<file path="src/wdg_consts.svh">
// constants for the watchdog and halt/wake-up block
`ifndef WDG_CONSTS_SVH
`define WDG_CONSTS_SVH

// ====================================================================
// register word indices (byte address is index times four)
`define WDG_IDX_INTERRUPT_CONTROL   6'h0b
`define WDG_IDX_WATCHDOG_SELECT   6'h0c
`define WDG_IDX_STAT   6'h0d
`define WDG_IDX_CFG    6'h0e
`define WDG_IDX_CMD    6'h0f

// ====================================================================
// interrupt_control fields
`define WDG_INTERRUPT_CONTROL_GEN   0
`define WDG_INTERRUPT_CONTROL_EEN   1
`define WDG_INTERRUPT_CONTROL_TEN   2
`define WDG_INTERRUPT_CONTROL_EFL   4
`define WDG_INTERRUPT_CONTROL_TFL   5
`define WDG_INTERRUPT_CONTROL_MASK  8'h37
`define WDG_INTERRUPT_CONTROL_RST   8'h00

// ====================================================================
// watchdog_select, status, config and command fields
`define WDG_WATCHDOG_SELECT_RST   8'h07
`define WDG_STAT_TO    0
`define WDG_STAT_PD    1
`define WDG_CFG_EN     0
`define WDG_CFG_SRC_RC 1
`define WDG_CFG_PAIR   2
`define WDG_CFG_OSC_RC 3
`define WDG_CFG_RST    16'h000b
`define WDG_CMD_CLR    0
`define WDG_CMD_CLR1   1
`define WDG_CMD_CLR2   2
`define WDG_CMD_HALT   3

// ====================================================================
// divider and timing
`define WDG_FIX_STAGES 8
`define WDG_PRE_STAGES 7
`define WDG_SYS_DIV    4
`define WDG_DUMMY_CYC  1024
`define WDG_RESP_OKAY  2'b00
`define WDG_RESP_SLV   2'b10

`endif

</file>
<file path="src/wdg_pkg.sv">
// types for the watchdog and halt/wake-up block
package wdg_pkg;
    typedef enum logic [1:0]
    {
        WDG_RUN   = 2'b00,
        WDG_HALT  = 2'b01,
        WDG_DUMMY = 2'b10
    } wdg_state_t;
endpackage

</file>
<file path="src/wdg_divider.sv">
// fixed divide-by-256 chain plus selectable prescaler
`timescale 1ns/1ps
`default_nettype none
`include "wdg_consts.svh"

module wdg_divider
#(
    parameter int FIX_W = `WDG_FIX_STAGES,
    parameter int PRE_W = `WDG_PRE_STAGES
)
(
    input  wire logic       aclk,
    input  wire logic       aresetn,
    input  wire logic       clear,
    input  wire logic       tick,
    input  wire logic [2:0] sel,
    output logic            overflow
);
    localparam int CW = FIX_W + PRE_W;

    if (FIX_W < 1 || PRE_W < 7)
    begin : g_chk
        $error("wdg_divider: prescaler needs at least 7 stages");
    end

    // ones over the fixed stages plus the selected prescaler stages
    function automatic logic [CW-1:0] stage_mask(input logic [2:0] s);
        logic [CW-1:0] m;
        m = '0;
        for (int i = 0; i < CW; i++)
        begin
            if (i < FIX_W + int'(s))
            begin
                m[i] = 1'b1;
            end
        end
        return m;
    endfunction

    logic [CW-1:0] cnt_r;
    logic [CW-1:0] cnt_nxt;
    wire  [CW-1:0] sel_mask = stage_mask(sel);

    // overflow when the 256 chain and the 1:2^n prescaler roll together
    assign overflow = tick && ((cnt_r & sel_mask) == sel_mask); // [RULE3] [RULE4] [RULE24]
    assign cnt_nxt  = (clear || overflow) ? '0 : (tick ? cnt_r + 1'b1 : cnt_r);

    always_ff @(posedge aclk)
    begin
        if (!aresetn)
            cnt_r <= '0;
        else
            cnt_r <= cnt_nxt;
    end

    property p_ovf_mask;
        @(posedge aclk) disable iff (!aresetn)
        overflow |-> (cnt_r[FIX_W-1:0] == '1) ##1 (cnt_r == '0);
    endproperty
    a_ovf_mask: assert property (p_ovf_mask) else $error("overflow before chain full"); // [RULE3]
endmodule
`default_nettype wire

</file>
<file path="src/wdg_top.sv">
// watchdog, halt and wake-up control with an AXI4-Lite register slave
//
// The AXI4-Lite slave port was chosen for this implementation.
`timescale 1ns/1ps
`default_nettype none
`include "wdg_consts.svh"

// How it works
// [RULE1] watchdog counts the RC oscillator or the instruction clock, by option
// [RULE2] option disables the watchdog; its commands then do nothing
// [RULE3] selected clock first passes a fixed divide-by-256 chain
// [RULE4] select bits 2..0 add a 1:2^n prescaler, 1:1 up to 1:128
// [RULE5] RC oscillator runs freely, also while halted
// [RULE6] instruction clock source stops counting during halt
// [RULE7] select bits 7..3 are plain user storage
// [RULE8] overflow in normal run gives a chip reset and sets time-out
// [RULE9] overflow in halt gives a warm reset of program counter and stack
// [RULE10] external reset, clear commands and halt clear counter and prescaler
// [RULE11] option picks one clear command or a pair of two distinct ones
// [RULE12] halt stops the system oscillator; RC oscillator keeps running
// [RULE13] during halt registers and state are held
// [RULE14] entering halt clears and restarts the watchdog
// [RULE15] halt sets power-down, clears time-out; clear and power-up clear power-down
// [RULE16] halt ends on external reset, interrupt, port fall or overflow
// [RULE17] each port bit is enabled for wake-up; resumes at next instruction
// [RULE18] interrupt wake vectors only when enabled and stack not full
// [RULE19] a flag already set at halt entry does not wake
// [RULE20] every wake-up waits 1024 system clocks before resuming; an external reset returns to run without the wait
// [RULE21] RC mode drives system clock divided by four on the oscillator pin
// [RULE22] interrupt control bits 0,1,2,4,5; bits 3,6,7 read zero
// [RULE23] time-out and power-down pair tells the reset cause
// [RULE24] overflow when divider chain and selected prescaler stage roll over
module wdg_top
    import wdg_pkg::*;
#(
    parameter int ADDR_W = 8,
    parameter int PORT_W = 8
)
(
    input  wire logic              aclk,
    input  wire logic              aresetn,
    input  wire logic [ADDR_W-1:0] s_axi_awaddr,
    input  wire logic              s_axi_awvalid,
    output logic                   s_axi_awready,
    input  wire logic [31:0]       s_axi_wdata,
    input  wire logic [3:0]        s_axi_wstrb,
    input  wire logic              s_axi_wvalid,
    output logic                   s_axi_wready,
    output logic [1:0]             s_axi_bresp,
    output logic                   s_axi_bvalid,
    input  wire logic              s_axi_bready,
    input  wire logic [ADDR_W-1:0] s_axi_araddr,
    input  wire logic              s_axi_arvalid,
    output logic                   s_axi_arready,
    output logic [31:0]            s_axi_rdata,
    output logic [1:0]             s_axi_rresp,
    output logic                   s_axi_rvalid,
    input  wire logic              s_axi_rready,
    input  wire logic              dog_rc_clk,
    input  wire logic              ext_reset_n,
    input  wire logic              ext_irq_n,
    input  wire logic [PORT_W-1:0] port_a,
    input  wire logic              timer_ovf,
    input  wire logic              stack_full,
    output logic                   osc_out,
    output logic                   chip_reset,
    output logic                   warm_reset,
    output logic                   halted,
    output logic                   resume,
    output logic                   resume_vector
);
    localparam int SW = PORT_W + 3;
    localparam logic [9:0] DUMMY_LAST = 10'(`WDG_DUMMY_CYC - 1);
    localparam logic [1:0] DIV_LAST = 2'(`WDG_SYS_DIV - 1);

    if (ADDR_W < 8 || PORT_W < 1 || PORT_W > 8)
    begin : g_chk
        $error("wdg_top: ADDR_W must be >= 8 and PORT_W 1..8");
    end

    // word index of a mapped register, or 0 when unmapped
    function automatic logic [5:0] reg_idx(input logic [ADDR_W-1:0] a);
        logic [ADDR_W-1:0] hi;
        hi = a >> 8;
        if (hi != '0 || a[7:2] < `WDG_IDX_INTERRUPT_CONTROL || a[7:2] > `WDG_IDX_CMD)
            return 6'h00;
        return a[7:2];
    endfunction

    // ================================================================
    // pin synchronisers
    logic [SW-1:0] sync1_r;
    logic [SW-1:0] sync2_r;
    logic [SW-1:0] prev_r;

    always_ff @(posedge aclk)
    begin
        if (!aresetn)
        begin
            sync1_r <= '1;
            sync2_r <= '1;
            prev_r  <= '1;
        end
        else
        begin
            sync1_r <= {dog_rc_clk, ext_reset_n, ext_irq_n, port_a};
            sync2_r <= sync1_r;
            prev_r  <= sync2_r;
        end
    end

    wire              rst_pin_n = sync2_r[PORT_W+1];
    wire              rc_tick   = sync2_r[PORT_W+2] && !prev_r[PORT_W+2];
    wire              ext_fall  = prev_r[PORT_W] && !sync2_r[PORT_W];
    wire [PORT_W-1:0] port_fall = prev_r[PORT_W-1:0] & ~sync2_r[PORT_W-1:0];

    // ================================================================
    // registers and state
    wdg_state_t state_r;
    wdg_state_t state_nxt;
    logic [7:0]  interrupt_control_r;
    logic [7:0]  watchdog_select_r;
    logic [15:0] cfg_r;
    logic        to_r;
    logic        pd_r;
    logic        first_r;
    logic        second_r;
    logic [1:0]  snap_r;
    logic        vec_r;
    logic [9:0]  dum_cnt_r;
    logic [1:0]  div4_r;

    wire cfg_en   = cfg_r[`WDG_CFG_EN];
    wire cfg_rc   = cfg_r[`WDG_CFG_SRC_RC];
    wire cfg_pair = cfg_r[`WDG_CFG_PAIR];
    wire [PORT_W-1:0] wake_mask = cfg_r[8 +: PORT_W];

    // ================================================================
    // AXI4-Lite slave
    logic              aw_got_r;
    logic              w_got_r;
    logic [ADDR_W-1:0] awaddr_r;
    logic [31:0]       wdata_r;
    logic [3:0]        wstrb_r;

    wire aw_fire = s_axi_awvalid && s_axi_awready;
    wire w_fire  = s_axi_wvalid && s_axi_wready;
    wire ar_fire = s_axi_arvalid && s_axi_arready;
    wire wr_go   = aw_got_r && w_got_r && !s_axi_bvalid;
    wire [5:0] wr_idx = reg_idx(awaddr_r);
    wire [5:0] rd_idx = reg_idx(s_axi_araddr);
    wire aw_got_nxt   = (aw_got_r || aw_fire) && !wr_go;
    wire w_got_nxt    = (w_got_r || w_fire) && !wr_go;
    wire rvalid_nxt   = ar_fire || (s_axi_rvalid && !s_axi_rready);

    // writes are held off while halted so state stays as it was
    wire we     = wr_go && wstrb_r[0] && (state_r == WDG_RUN); // [RULE13]
    wire we_interrupt_control = we && (wr_idx == `WDG_IDX_INTERRUPT_CONTROL);
    wire we_watchdog_select = we && (wr_idx == `WDG_IDX_WATCHDOG_SELECT);
    wire we_cfg  = wr_go && (wr_idx == `WDG_IDX_CFG) && (state_r == WDG_RUN);
    wire we_cmd  = we && (wr_idx == `WDG_IDX_CMD);

    wire [7:0] stat_rd = {6'h00, pd_r, to_r}; // [RULE23]
    wire [31:0] rd_mux =
        (rd_idx == `WDG_IDX_INTERRUPT_CONTROL) ? {24'h000000, interrupt_control_r & `WDG_INTERRUPT_CONTROL_MASK} : // [RULE22]
        (rd_idx == `WDG_IDX_WATCHDOG_SELECT) ? {24'h000000, watchdog_select_r} :
        (rd_idx == `WDG_IDX_STAT) ? {24'h000000, stat_rd} :
        (rd_idx == `WDG_IDX_CFG)  ? {16'h0000, cfg_r} : 32'h00000000;

    always_ff @(posedge aclk)
    begin
        if (!aresetn)
        begin
            aw_got_r      <= 1'b0;
            w_got_r       <= 1'b0;
            awaddr_r      <= '0;
            wdata_r       <= 32'h00000000;
            wstrb_r       <= 4'h0;
            s_axi_awready <= 1'b0;
            s_axi_wready  <= 1'b0;
            s_axi_bvalid  <= 1'b0;
            s_axi_bresp   <= `WDG_RESP_OKAY;
            s_axi_arready <= 1'b0;
            s_axi_rvalid  <= 1'b0;
            s_axi_rdata   <= 32'h00000000;
            s_axi_rresp   <= `WDG_RESP_OKAY;
        end
        else
        begin
            aw_got_r      <= aw_got_nxt;
            w_got_r       <= w_got_nxt;
            s_axi_awready <= !aw_got_nxt;
            s_axi_wready  <= !w_got_nxt;
            s_axi_arready <= !rvalid_nxt;
            s_axi_rvalid  <= rvalid_nxt;
            if (aw_fire)
                awaddr_r <= s_axi_awaddr;
            if (w_fire)
            begin
                wdata_r <= s_axi_wdata;
                wstrb_r <= s_axi_wstrb;
            end
            if (wr_go)
            begin
                s_axi_bvalid <= 1'b1;
                s_axi_bresp  <= (wr_idx == 6'h00) ? `WDG_RESP_SLV : `WDG_RESP_OKAY;
            end
            else if (s_axi_bready)
                s_axi_bvalid <= 1'b0;
            if (ar_fire)
            begin
                s_axi_rdata <= rd_mux;
                s_axi_rresp <= (rd_idx == 6'h00) ? `WDG_RESP_SLV : `WDG_RESP_OKAY;
            end
        end
    end

    // ================================================================
    // clear commands and watchdog clocking
    wire cmd_clr  = we_cmd && wdata_r[`WDG_CMD_CLR];
    wire cmd_clr1 = we_cmd && wdata_r[`WDG_CMD_CLR1];
    wire cmd_clr2 = we_cmd && wdata_r[`WDG_CMD_CLR2];
    wire halt_go  = we_cmd && wdata_r[`WDG_CMD_HALT] && rst_pin_n;
    wire pair_seen1 = first_r || cmd_clr1;
    wire pair_seen2 = second_r || cmd_clr2;
    wire pair_done  = pair_seen1 && pair_seen2;
    wire clr_eff = cfg_en && (cfg_pair ? pair_done : cmd_clr); // [RULE2] [RULE11]

    // instruction clock stops with the system oscillator in halt
    wire sys_run    = (state_r != WDG_HALT); // [RULE12]
    wire instr_tick = sys_run && (div4_r == DIV_LAST);
    wire dog_tick   = cfg_en && (cfg_rc ? rc_tick : instr_tick); // [RULE1] [RULE5] [RULE6]
    logic dog_ovf;
    wire ovf_run  = dog_ovf && (state_r == WDG_RUN);
    wire ovf_halt = dog_ovf && (state_r == WDG_HALT);
    wire dog_clear = !rst_pin_n || clr_eff || halt_go || ovf_run; // [RULE10] [RULE14]

    wdg_divider u_div
    (
        .aclk     (aclk),
        .aresetn  (aresetn),
        .clear    (dog_clear),
        .tick     (dog_tick),
        .sel      (watchdog_select_r[2:0]),
        .overflow (dog_ovf)
    );

    // ================================================================
    // halt and wake-up sequencing
    wire [1:0] flags    = {interrupt_control_r[`WDG_INTERRUPT_CONTROL_TFL], interrupt_control_r[`WDG_INTERRUPT_CONTROL_EFL]};
    wire [1:0] ens      = {interrupt_control_r[`WDG_INTERRUPT_CONTROL_TEN], interrupt_control_r[`WDG_INTERRUPT_CONTROL_EEN]};
    wire [1:0] new_fl   = flags & ~snap_r; // [RULE19]
    wire wake_irq  = |new_fl;
    wire wake_port = |(port_fall & wake_mask); // [RULE17]
    wire wake_vec  = wake_irq && interrupt_control_r[`WDG_INTERRUPT_CONTROL_GEN] && |(new_fl & ens) && !stack_full;
    wire dum_last  = (state_r == WDG_DUMMY) && (dum_cnt_r == DUMMY_LAST);
    wire full_rst  = !rst_pin_n || ovf_run;

    always_comb
    begin
        state_nxt = state_r;
        case (state_r)
            WDG_RUN:
                if (halt_go)
                    state_nxt = WDG_HALT;
            WDG_HALT:
                if (!rst_pin_n)
                    state_nxt = WDG_RUN; // [RULE16]
                else if (ovf_halt || wake_port || wake_irq)
                    state_nxt = WDG_DUMMY; // [RULE16]
            WDG_DUMMY:
                if (!rst_pin_n || dum_last)
                    state_nxt = WDG_RUN; // [RULE20]
            default:
                state_nxt = WDG_RUN;
        endcase
    end

    always_ff @(posedge aclk)
    begin
        if (!aresetn)
        begin
            state_r   <= WDG_RUN;
            dum_cnt_r <= 10'h000;
            div4_r    <= 2'h0;
            snap_r    <= 2'h0;
            vec_r     <= 1'b0;
            first_r   <= 1'b0;
            second_r  <= 1'b0;
        end
        else
        begin
            state_r   <= state_nxt;
            dum_cnt_r <= (state_r == WDG_DUMMY) ? dum_cnt_r + 10'h001 : 10'h000; // [RULE20]
            div4_r    <= sys_run ? div4_r + 2'h1 : div4_r;
            if (halt_go)
                snap_r <= flags; // [RULE19]
            if (state_r == WDG_HALT)
                vec_r <= wake_vec && !wake_port && !ovf_halt; // [RULE18]
            first_r   <= cfg_pair && !pair_done && !full_rst && pair_seen1; // [RULE11]
            second_r  <= cfg_pair && !pair_done && !full_rst && pair_seen2; // [RULE11]
        end
    end

    // ================================================================
    // user registers and status flags
    always_ff @(posedge aclk)
    begin
        if (!aresetn)
        begin
            interrupt_control_r <= `WDG_INTERRUPT_CONTROL_RST;
            watchdog_select_r <= `WDG_WATCHDOG_SELECT_RST;
            cfg_r  <= `WDG_CFG_RST;
            to_r   <= 1'b0; // [RULE15] [RULE23]
            pd_r   <= 1'b0; // [RULE15] [RULE23]
        end
        else
        begin
            if (full_rst)
            begin
                interrupt_control_r <= `WDG_INTERRUPT_CONTROL_RST;
                watchdog_select_r <= `WDG_WATCHDOG_SELECT_RST;
            end
            else
            begin
                if (we_interrupt_control)
                    interrupt_control_r <= wdata_r[7:0] & `WDG_INTERRUPT_CONTROL_MASK; // [RULE22]
                if (ext_fall)
                    interrupt_control_r[`WDG_INTERRUPT_CONTROL_EFL] <= 1'b1;
                if (timer_ovf)
                    interrupt_control_r[`WDG_INTERRUPT_CONTROL_TFL] <= 1'b1;
                if (we_watchdog_select)
                    watchdog_select_r <= wdata_r[7:0]; // [RULE7]
            end
            if (we_cfg && wstrb_r[0])
                cfg_r[7:0] <= wdata_r[7:0];
            if (we_cfg && wstrb_r[1])
                cfg_r[15:8] <= wdata_r[15:8];
            // overflow wins over any clear in the same cycle
            if (dog_ovf)
                to_r <= 1'b1; // [RULE8] [RULE23]
            else if (halt_go || clr_eff)
                to_r <= 1'b0; // [RULE15]
            if (halt_go)
                pd_r <= 1'b1; // [RULE15]
            else if (clr_eff)
                pd_r <= 1'b0; // [RULE15]
        end
    end

    // ================================================================
    // outputs
    always_ff @(posedge aclk)
    begin
        if (!aresetn)
        begin
            osc_out       <= 1'b0;
            chip_reset    <= 1'b0;
            warm_reset    <= 1'b0;
            halted        <= 1'b0;
            resume        <= 1'b0;
            resume_vector <= 1'b0;
        end
        else
        begin
            osc_out       <= cfg_r[`WDG_CFG_OSC_RC] && div4_r[1]; // [RULE21]
            chip_reset    <= full_rst; // [RULE8] [RULE10]
            warm_reset    <= ovf_halt; // [RULE9]
            halted        <= (state_nxt != WDG_RUN); // [RULE13]
            resume        <= dum_last; // [RULE20]
            resume_vector <= dum_last && vec_r; // [RULE18]
        end
    end

    // ================================================================
    // checks
    logic [10:0] dchk_r;
    always_ff @(posedge aclk)
    begin
        if (!aresetn)
            dchk_r <= 11'h000;
        else
            dchk_r <= (state_r == WDG_DUMMY) ? dchk_r + 11'h001 : 11'h000;
    end

    property p_dummy_len;
        @(posedge aclk) disable iff (!aresetn)
        $rose(resume) |-> ($past(dchk_r) == 11'd1023) && (state_r == WDG_RUN);
    endproperty
    a_dummy_len: assert property (p_dummy_len) else $error("dummy period not 1024"); // [RULE20]

    property p_halt_flags;
        @(posedge aclk) disable iff (!aresetn)
        (halt_go && !dog_ovf) |=> pd_r && !to_r && halted && (state_r == WDG_HALT);
    endproperty
    a_halt_flags: assert property (p_halt_flags) else $error("halt flags wrong"); // [RULE15]

    property p_run_ovf;
        @(posedge aclk) disable iff (!aresetn)
        ovf_run |=> chip_reset && to_r ##1 (watchdog_select_r == `WDG_WATCHDOG_SELECT_RST);
    endproperty
    a_run_ovf: assert property (p_run_ovf) else $error("overflow did not reset"); // [RULE8]

    property p_warm;
        @(posedge aclk) disable iff (!aresetn)
        (ovf_halt && rst_pin_n) |=> warm_reset && !chip_reset && to_r && pd_r;
    endproperty
    a_warm: assert property (p_warm) else $error("halt overflow not warm"); // [RULE9]

    property p_disabled;
        @(posedge aclk) disable iff (!aresetn)
        !cfg_en |-> !dog_ovf && !clr_eff;
    endproperty
    a_disabled: assert property (p_disabled) else $error("disabled dog acted"); // [RULE2]

    property p_stop_halt;
        @(posedge aclk) disable iff (!aresetn)
        (state_r == WDG_HALT && !cfg_rc) |-> !dog_tick;
    endproperty
    a_stop_halt: assert property (p_stop_halt) else $error("instr clock ran in halt"); // [RULE6]

    property p_port_wake;
        @(posedge aclk) disable iff (!aresetn)
        (state_r == WDG_HALT && rst_pin_n && wake_port) |=> (state_r == WDG_DUMMY) [*2];
    endproperty
    a_port_wake: assert property (p_port_wake) else $error("port wake missed"); // [RULE17]

    property p_stale_flag;
        @(posedge aclk) disable iff (!aresetn)
        (state_r == WDG_HALT && rst_pin_n && !dog_ovf && !wake_port && flags == snap_r)
            |=> (state_r == WDG_HALT);
    endproperty
    a_stale_flag: assert property (p_stale_flag) else $error("stale flag woke"); // [RULE19]

    property p_interrupt_control_zero;
        @(posedge aclk) disable iff (!aresetn)
        (ar_fire && rd_idx == `WDG_IDX_INTERRUPT_CONTROL) |=> (s_axi_rdata[7:6] == 2'b00) && !s_axi_rdata[3];
    endproperty
    a_interrupt_control_zero: assert property (p_interrupt_control_zero) else $error("interrupt_control unused bits set"); // [RULE22]

    property p_osc_stop;
        @(posedge aclk) disable iff (!aresetn)
        (state_r == WDG_HALT) [*3] |-> $stable(osc_out);
    endproperty
    a_osc_stop: assert property (p_osc_stop) else $error("osc pin ran in halt"); // [RULE12]
endmodule
`default_nettype wire

</file>
<file path="config.mk">
export PLATFORM = sky130hd
export DESIGN_NAME = wdg_top
export DESIGN_NICKNAME = d
export VERILOG_FILES = /design/src/wdg_pkg.sv /design/src/wdg_divider.sv /design/src/wdg_top.sv
export VERILOG_INCLUDE_DIRS = /design/src /design/src/src
export SDC_FILE = /design/constraint.sdc
export NUM_CORES = 1
export LEC_CHECK = 0
export BUFFER_PORTS_ARGS = -buffer_cell sky130_fd_sc_hd__buf_2
export CAP_MARGIN = 20
export CORE_MARGIN = 8
export CORE_UTILIZATION = 59
export CTS_CLUSTER_DIAMETER = 120
export CTS_CLUSTER_SIZE = 24
export DETAILED_ROUTE_END_ITERATION = 10
export PLACE_DENSITY = 0.85
export SETUP_SLACK_MARGIN = 0.1
export SYNTH_ARGS = -nofsm -noshare
export SYNTH_HDL_FRONTEND = slang
export SYNTH_SLANG_ARGS = --single-unit
</file>
<file path="constraint.sdc">
create_clock -name aclk -period 3.2 [get_ports aclk]
set_input_delay 0.32 -clock aclk [delete_from_list [all_inputs] [get_ports aclk]]
set_output_delay 0.32 -clock aclk [all_outputs]
set_load 0.1 [all_outputs]
</file>
# Yosys cells after proc, flatten, opt, wreduce, memory -nomap -nowiden
# Cells that the tools add are included.
dict set report word_totals {
  reg_bits 173
  input_bits 72
  word_cells 214
  out_inout_bits 47
}
dict set report op_classes {
  eq_ne 14
  n_mux 43
  reduce_logical 88
  order_cmp 19
  add_sub_neg 4
  bitwise 8
}
# operator count
set op_table {}
lappend op_table {{< comparator 5 x 32 -> 1 bit (first input constant)} 7}
lappend op_table {{< comparator 4 x 32 -> 1 bit (first input constant)} 4}
lappend op_table {{< comparator 3 x 32 -> 1 bit (first input constant)} 2}
lappend op_table {{two-way mux 16 bit} 4}
lappend op_table {{equality test 6 x 4 -> 1 bit (second input constant)} 8}
lappend op_table {{logical AND 1 bit} 43}
lappend op_table {{< comparator 2 x 32 -> 1 bit (first input constant)} 1}
lappend op_table {{two-way mux 6 bit} 5}
lappend op_table {{two-way mux 1 bit} 27}
lappend op_table {{bitwise AND 8 bit} 2}
lappend op_table {{logical OR 1 bit} 16}
lappend op_table {{adder 15 x 1 -> 15 bit (second input constant)} 1}
lappend op_table {{bitwise AND 15 bit} 1}
lappend op_table {{equality test 15 bit} 1}
lappend op_table {{zero test 1 bit} 14}
lappend op_table {{greater-than comparator 6 x 4 -> 1 bit (second input constant)} 2}
lappend op_table {{zero test 6 bit} 2}
lappend op_table {{< comparator 6 x 4 -> 1 bit (second input constant)} 2}
lappend op_table {{two-way mux 2 bit} 6}
lappend op_table {{nonzero test 2 bit} 6}
lappend op_table {{adder 10 x 1 -> 10 bit (second input constant)} 1}
lappend op_table {{equality test 10 bit (second input constant)} 1}
lappend op_table {{NOT 8 bit} 1}
lappend op_table {{OR reduction 2 bit} 4}
lappend op_table {{13 further kinds} 15}

# Depth between registers and ports, before layout
dict set report logic_depth {
  depth_word 16
  mapped_depth 9
  mapped_depth_nobuf 7
}

# By module
# A second synthesis with hierarchy kept.
dict set report hier_totals {
  hier_cells 638
  area_unflattened_um2 6042.0
}
# mod seq_area_each_um2 area_each_um2 n_inst cells_per_inst
set modules_own_cells {}
lappend modules_own_cells {wdg_top 2742.6 5220.0 1 553}
lappend modules_own_cells {wdg_divider 300.3 822.0 1 85}

# Worst setup path after synthesis
# No wires, ideal clock.
dict set report synth_timing {
  path_type {flip-flop to flip-flop}
  start {register s_axi_bvalid}
  end {register u_div.cnt_r[10]}
  period_less_slack_ns 2.265
  path_stages_with_launch 8
  t_arrival_ns 2.202
  required_ns 3.136
  n_path_buf 1
  slack_ns 0.935
  setup_time_ns 0.064
  cell_sequence {dfxtp_1 nand3b_1 nor4_4 a211o_2 nand4b_4 nand4b_4 buf_6 nor2_1}
}
dict set report synth_via {
  elab_chain_cells 15
  elab_cells_between_ends 20
  classes_between {1 x mux; 19 x reduce/logical}
}
# item line
set synth_lines {}
lappend synth_lines {{start, declared} wdg_top.sv:50} ;# output logic s_axi_bvalid,
lappend synth_lines {{start signal, assigned} wdg_top.sv:181} ;# s_axi_bvalid <= 1'b0;
lappend synth_lines {{start signal, assigned} wdg_top.sv:205} ;# s_axi_bvalid <= 1'b1;
lappend synth_lines {{start signal, assigned} wdg_top.sv:209} ;# s_axi_bvalid <= 1'b0;
lappend synth_lines {{zero test 1 bit (*)} wdg_top.sv:149} ;# wire wr_go = aw_got_r && w_got_r && !s_axi_bvalid;
lappend synth_lines {{logical AND 1 bit (*)} wdg_top.sv:149}
lappend synth_lines {{logical AND 1 bit (*) (2 in a row)} wdg_top.sv:157} ;# wire we = wr_go && wstrb_r[0] && (state_r == WDG_RUN);
lappend synth_lines {{logical AND 1 bit (*)} wdg_top.sv:161} ;# wire we_cmd = we && (wr_idx == `WDG_IDX_CMD);
lappend synth_lines {{logical AND 1 bit, on equally long branches} {wdg_top.sv:221, wdg_top.sv:222}}
lappend synth_lines {{logical OR 1 bit, on equally long branches} {wdg_top.sv:224, wdg_top.sv:225}}
lappend synth_lines {{logical AND 1 bit} wdg_top.sv:226} ;# wire pair_done = pair_seen1 && pair_seen2;
lappend synth_lines {{two-way mux 1 bit} wdg_top.sv:227} ;# wire clr_eff = cfg_en && (cfg_pair ? pair_done : cmd_clr);
lappend synth_lines {{logical AND 1 bit} wdg_top.sv:227}
lappend synth_lines {{logical OR 1 bit} wdg_top.sv:236} ;# wire dog_clear = !rst_pin_n || clr_eff || halt_go || ovf_run;
lappend synth_lines {{logical OR 1 bit (*) (2 in a row)} wdg_top.sv:236}
lappend synth_lines {{logical OR 1 bit (*)} wdg_divider.sv:46} ;# assign cnt_nxt = (clear || overflow) ? '0 : (tick ? cnt_r + 1'b1 : cnt_r);
lappend synth_lines {{OR reduction 2 bit (no source line) (*)} -}
lappend synth_lines {{end signal, assigned} wdg_divider.sv:53} ;# cnt_r <= cnt_nxt;
lappend synth_lines {{end, declared} wdg_divider.sv:40} ;# logic [CW-1:0] cnt_r;
# Mark *: on every way between the ends. The rest lies on a longest branch, timed or not.
# A chain may end at the register's enable or synchronous reset.

# Final worst setup path
dict set report layout_timing {
  start {register state_r[0]}
  end {register first_r}
}
dict set report layout_via {
  elab_chain_cells 10
  elab_cells_between_ends 20
  classes_between {1 x eq/ne; 1 x mux; 18 x reduce/logical}
}
# item line
set layout_lines {}
lappend layout_lines {{start, declared} wdg_top.sv:119} ;# wdg_state_t state_r;
lappend layout_lines {{start signal, assigned} wdg_top.sv:293} ;# state_r <= state_nxt;
lappend layout_lines {{!= test 2 x 1 -> 1 bit or zero test 2 bit (tied branches)} {wdg_top.sv:230, wdg_top.sv:157, wdg_top.sv:234}}
lappend layout_lines {{logical AND 1 bit, on equally long branches} {wdg_top.sv:231, wdg_top.sv:157}}
lappend layout_lines {{two-way mux 1 bit or logical AND 1 bit (tied branches)} {wdg_top.sv:232, wdg_top.sv:161}}
lappend layout_lines {{logical AND 1 bit, on equally long branches} {wdg_top.sv:232, wdg_top.sv:221, wdg_top.sv:222}}
lappend layout_lines {{logical AND 1 bit, or another cell as far along} wdg_divider.sv:45} ;# assign overflow = tick && ((cnt_r & sel_mask) == sel_mask);
lappend layout_lines {{logical AND 1 bit, on equally long branches} {wdg_top.sv:234, wdg_top.sv:226}}
lappend layout_lines {{logical OR 1 bit or zero test 1 bit (tied branches)} {wdg_top.sv:257, wdg_top.sv:300}}
lappend layout_lines {{zero test 1 bit or logical AND 1 bit (tied branches)} wdg_top.sv:300} ;# first_r <= cfg_pair && !pair_done && !full_rst && pair_seen1;
lappend layout_lines {{logical AND 1 bit} wdg_top.sv:300}
lappend layout_lines {{logical AND 1 bit (*)} wdg_top.sv:300}
lappend layout_lines {{end signal, assigned} wdg_top.sv:300}
lappend layout_lines {{end, declared} wdg_top.sv:126} ;# logic first_r;
# Marked as above.

==> results.toml <==
[synthesis]
synth-async-reset-ratio = 0
syn_inst = 639
synth_edf_count = 0
synth_fa_ha_area_frac = 0.00628
yosysUniqueCellTypes = 59
netlist_area_um2 = 5970
synth_top_area_share = 0.509
synth_top_family_by_area = "simple AND/OR/NAND/NOR gates"
synthTopCellsByArea = "dfxtp_1 51%, mux2i_1 5.2%, nand2_1 5.0%, nor2_1 4.5%, nand2b_1 3.7%"
synth_mux_area_frac = 0.0519
synth-main-ff-cell = "dfxtp_1"
ys_ff_latch = 152
synthSimpleGateAreaFrac = 0.241
yosysTopAreaCell = "dfxtp_1"
yosysWarnings = 0
synth_compound_area_frac = 0.107
avgSynthCellArea_um2 = 9.35
synth-xor-area-share = 0.0308
synth-seq-area-share = 0.509

[clock_network]
cts_max_path_buffers = 2
cts_sinks = 152
path_clk_slew_ps = 70
cts_tree = "built"
cts_htree_levels = 4
cts-root-buf = "clkbuf_8"
clk_latency_ps = 530
cts_made_buffers = 17

[worst_setup_path]
required_ps = 3590
path_cells = "nor2b_1 > buf_4 > o21a_4 > nor2_2 > and3_1 > a21o_1 > nor3_1"
timing.rr.start = "state_r[0]$_SDFF_PN0_"
crit_fanout = 12
timing.rr.end = "first_r$_SDFF_PN0_"
critical_path.slowest_cell = "a21o_1"
r2r_cells = 7
cp_top_family = "simple AND/OR/NAND/NOR gates"
cp-start-kind = "flip-flop"
critPathCaptureType = "flip-flop"
critPathBufInv = 1
cpPeakStageDelay_ps = 450
crit_type = "reg -> reg"
arrival_ps = 2530
r2r_slack_ps = 1060

[grt]
use_met3 = 0.0564
use_met2 = 0.382
met1_usage = 0.241
gr-max-usage-layer = "met2"
grt_max_degree = 56
antenna_found_initial = 0
grt_use_total = 0.215
overflow = 0
grt_pass1_wl_mm = 23.0
grt_pass1_vias = 4813

[timing]
fin_crit_ps = 2140
setup_violations = 0
slew_headroom = 0.469
setup_ws_ps = 1060
holdWs_ps = 40.5
rsz0062_at_grt = "false"
fin_setup_tns_ps = 0
tightestPinTransition_ps = 791
timing_hold_violations_final = 0
clock.fmax_mhz = 466
slew_viol_final = 0
clock_skew_ps = 12.2
period_share = 0.670

[placement]
portBuffers = 78
placed_area_um2 = 6370
post-place-ws_ps = 1120
place_inst = 826
dp_hpwl_mm = 9.58
gp_congestion = 0.834

[die]
rows = 36
ios = 119
die_area_um2 = 13600
die_h_um = 117
dieWidth_um = 117
start_util = 0.608
core_area_um2 = 9820

[layout]
final_util = 0.719
final_cell_count_no_fill = 869
layout.nets = 798
n_fill_cell = 748
area_growth_pct = 18.1
layout-drive-gt1-share = 0.170
n_antenna_cell = 0
fin_area_um2 = 7060

[drt]
num_vias = 4774
drtPass1Iterations = 5
drt-total-wl_mm = 14.3
drtAntennaViolNets = 0
drt_iter0_drc = 334
drc = 0
post_drt_via_cell_ratio = 5.49
wl_per_cell_um = 16.5

[power]
clkPwrFrac = 0.459
ir_worst_vdd_mv = 0.374
pwr-share-seq = 0.461
power_density_nw_per_um2 = 607
p_switching_mw = 1.17
swShare = 0.273
p_comb_frac = 0.080
p_int_mw = 3.11
total_power_mw = 4.28
leakage_nw = 2.95

[flow_run]
max-cap-violations = 0

[hold_path]
min_to = "wdata_r[11]$_SDFFE_PN0P_"
min_from = "s_axi_wdata[11]"
min_path_type = "in -> reg"
whs_path_depth = 3

[outcome]
status = "finished, final reports clean"
[cell usage after synthesis, types with 4 or more instances]
| cell type | count |
|---|---|
| dfxtp_1 | 152 |
| nand2_1 | 80 |
| nor2_1 | 72 |
| nand2b_1 | 35 |
| mux2i_1 | 31 |
| a21boi_0 | 26 |
| nand3_1 | 22 |
| buf_4 | 20 |
| a21oi_1 | 18 |
| clkbuf_1 | 17 |
| inv_1 | 15 |
| xnor2_1 | 14 |
| nor3_1 | 12 |
| o21ai_0 | 11 |
| nand3b_1 | 10 |
| a22oi_1 | 8 |
| nor2b_1 | 7 |
| xor2_1 | 7 |
| and2_1 | 6 |
| and3_1 | 6 |
| nand4_1 | 6 |
| a31oi_1 | 4 |
| buf_2 | 4 |
[metal layers]
layer,vias to the layer above,share of wire
met5,-,0
met4,0,0.020
met3,27,0.051
met2,145,0.52
met1,2296,0.41
li1,2306,-
[placed cells by master, fill, tap and decap left out, types with 3 or more instances in the layout]
master	count
a21boi_0	26
and2_1	6
and3b_1	3
clkbuf_16	16
nand3b_1	10
nand2b_1	35
inv_8	3
inv_1	15
nand4_1	6
a222oi_1	3
xnor2_1	14
o21a_1	3
o21ai_0	11
inv_6	8
buf_2	78
conb_1	18
o32ai_1	3
mux2i_1	31
nand3_1	22
nor2_1	72
nand2_1	80
or3_1	3
nor3_1	12
buf_4	4
dlygate4sd3_1	11
nor2b_1	7
ha_1	3
dfxtp_1	152
a22oi_1	8
a221oi_1	3
a31oi_1	4
xor2_1	7
and3_1	6
a21oi_1	18
[flip-flops by register name, indices dropped and copies added (netlist names), 10 cells and up]
signal	count
prev_r	10
s_axi_rdata	16
wdata_r	16
dum_cnt_r	10
sync1_r	11
sync2_r	11
cfg_r	16
u_div.cnt_r	15
[worst max-delay path by stage]
stage | startpoint | endpoint | slack (ps) | cells past startpoint
detailed placement | state_r[0]$_SDFF_PN0_ | second_r$_SDFF_PN0_ | 1120 | 7
CTS | state_r[0]$_SDFF_PN0_ | first_r$_SDFF_PN0_ | 1070 | 7
global route | u_div.cnt_r[0]$_SDFFE_PP0P_ | first_r$_SDFF_PN0_ | 890 | 7
floorplan | s_axi_bvalid$_SDFFE_PN0P_ | u_div.cnt_r[10]$_SDFFE_PP0P_ | 930 | 7
global placement | state_r[0]$_SDFF_PN0_ | first_r$_SDFF_PN0_ | 1190 | 7
finish | state_r[0]$_SDFF_PN0_ | first_r$_SDFF_PN0_ | 1060 | 7
[area by class of cell]
type,count,area (um^2),area share
clock buffer,18,428,0.0606
clock inverter,14,150,0.0213
inverter,16,60.1,0.00851
multi-input combinational,443,2680,0.380
sequential,152,3040,0.431
tap,133,166,0.0236
timing repair buffer,93,531,0.0752
[worst min-delay path, stage by stage]
cell and delay (ps):
buf_2 90, nand2_1 40, a21boi_0 60
[kinds of logic after synthesis]
family | after synthesis
flip-flops | 152
buffers and inverters | 61
AND/OR/NAND/NOR | 279
AO/OA/AOI/OAI | 91
XOR/XNOR | 21
multiplexers | 31
other | 1
adder cells (fa/ha/maj) | 3
[power groups by stage]
| stage | registers [mW] | clock network [mW] | logic [mW] |
|---|---|---|---|
| floorplan | 2.07 | 0 | 0.217 |
| global route | 1.98 | 2.06 | 0.364 |
| detailed placement | 2.01 | 0 | 0.329 |
| CTS | 1.97 | 1.96 | 0.342 |
| global placement | 2.01 | 0 | 0.322 |
| finish | 1.97 | 1.96 | 0.343 |
[timing repair]
item	4_1_cts	5_1_grt
resized for setup	0	0
buffers inserted	0	0
hold buffers	11	0
endpoints found under the hold margin	11	0
setup endpoints to repair	0	0
Note: power is estimated with default switching activity, not from simulation.
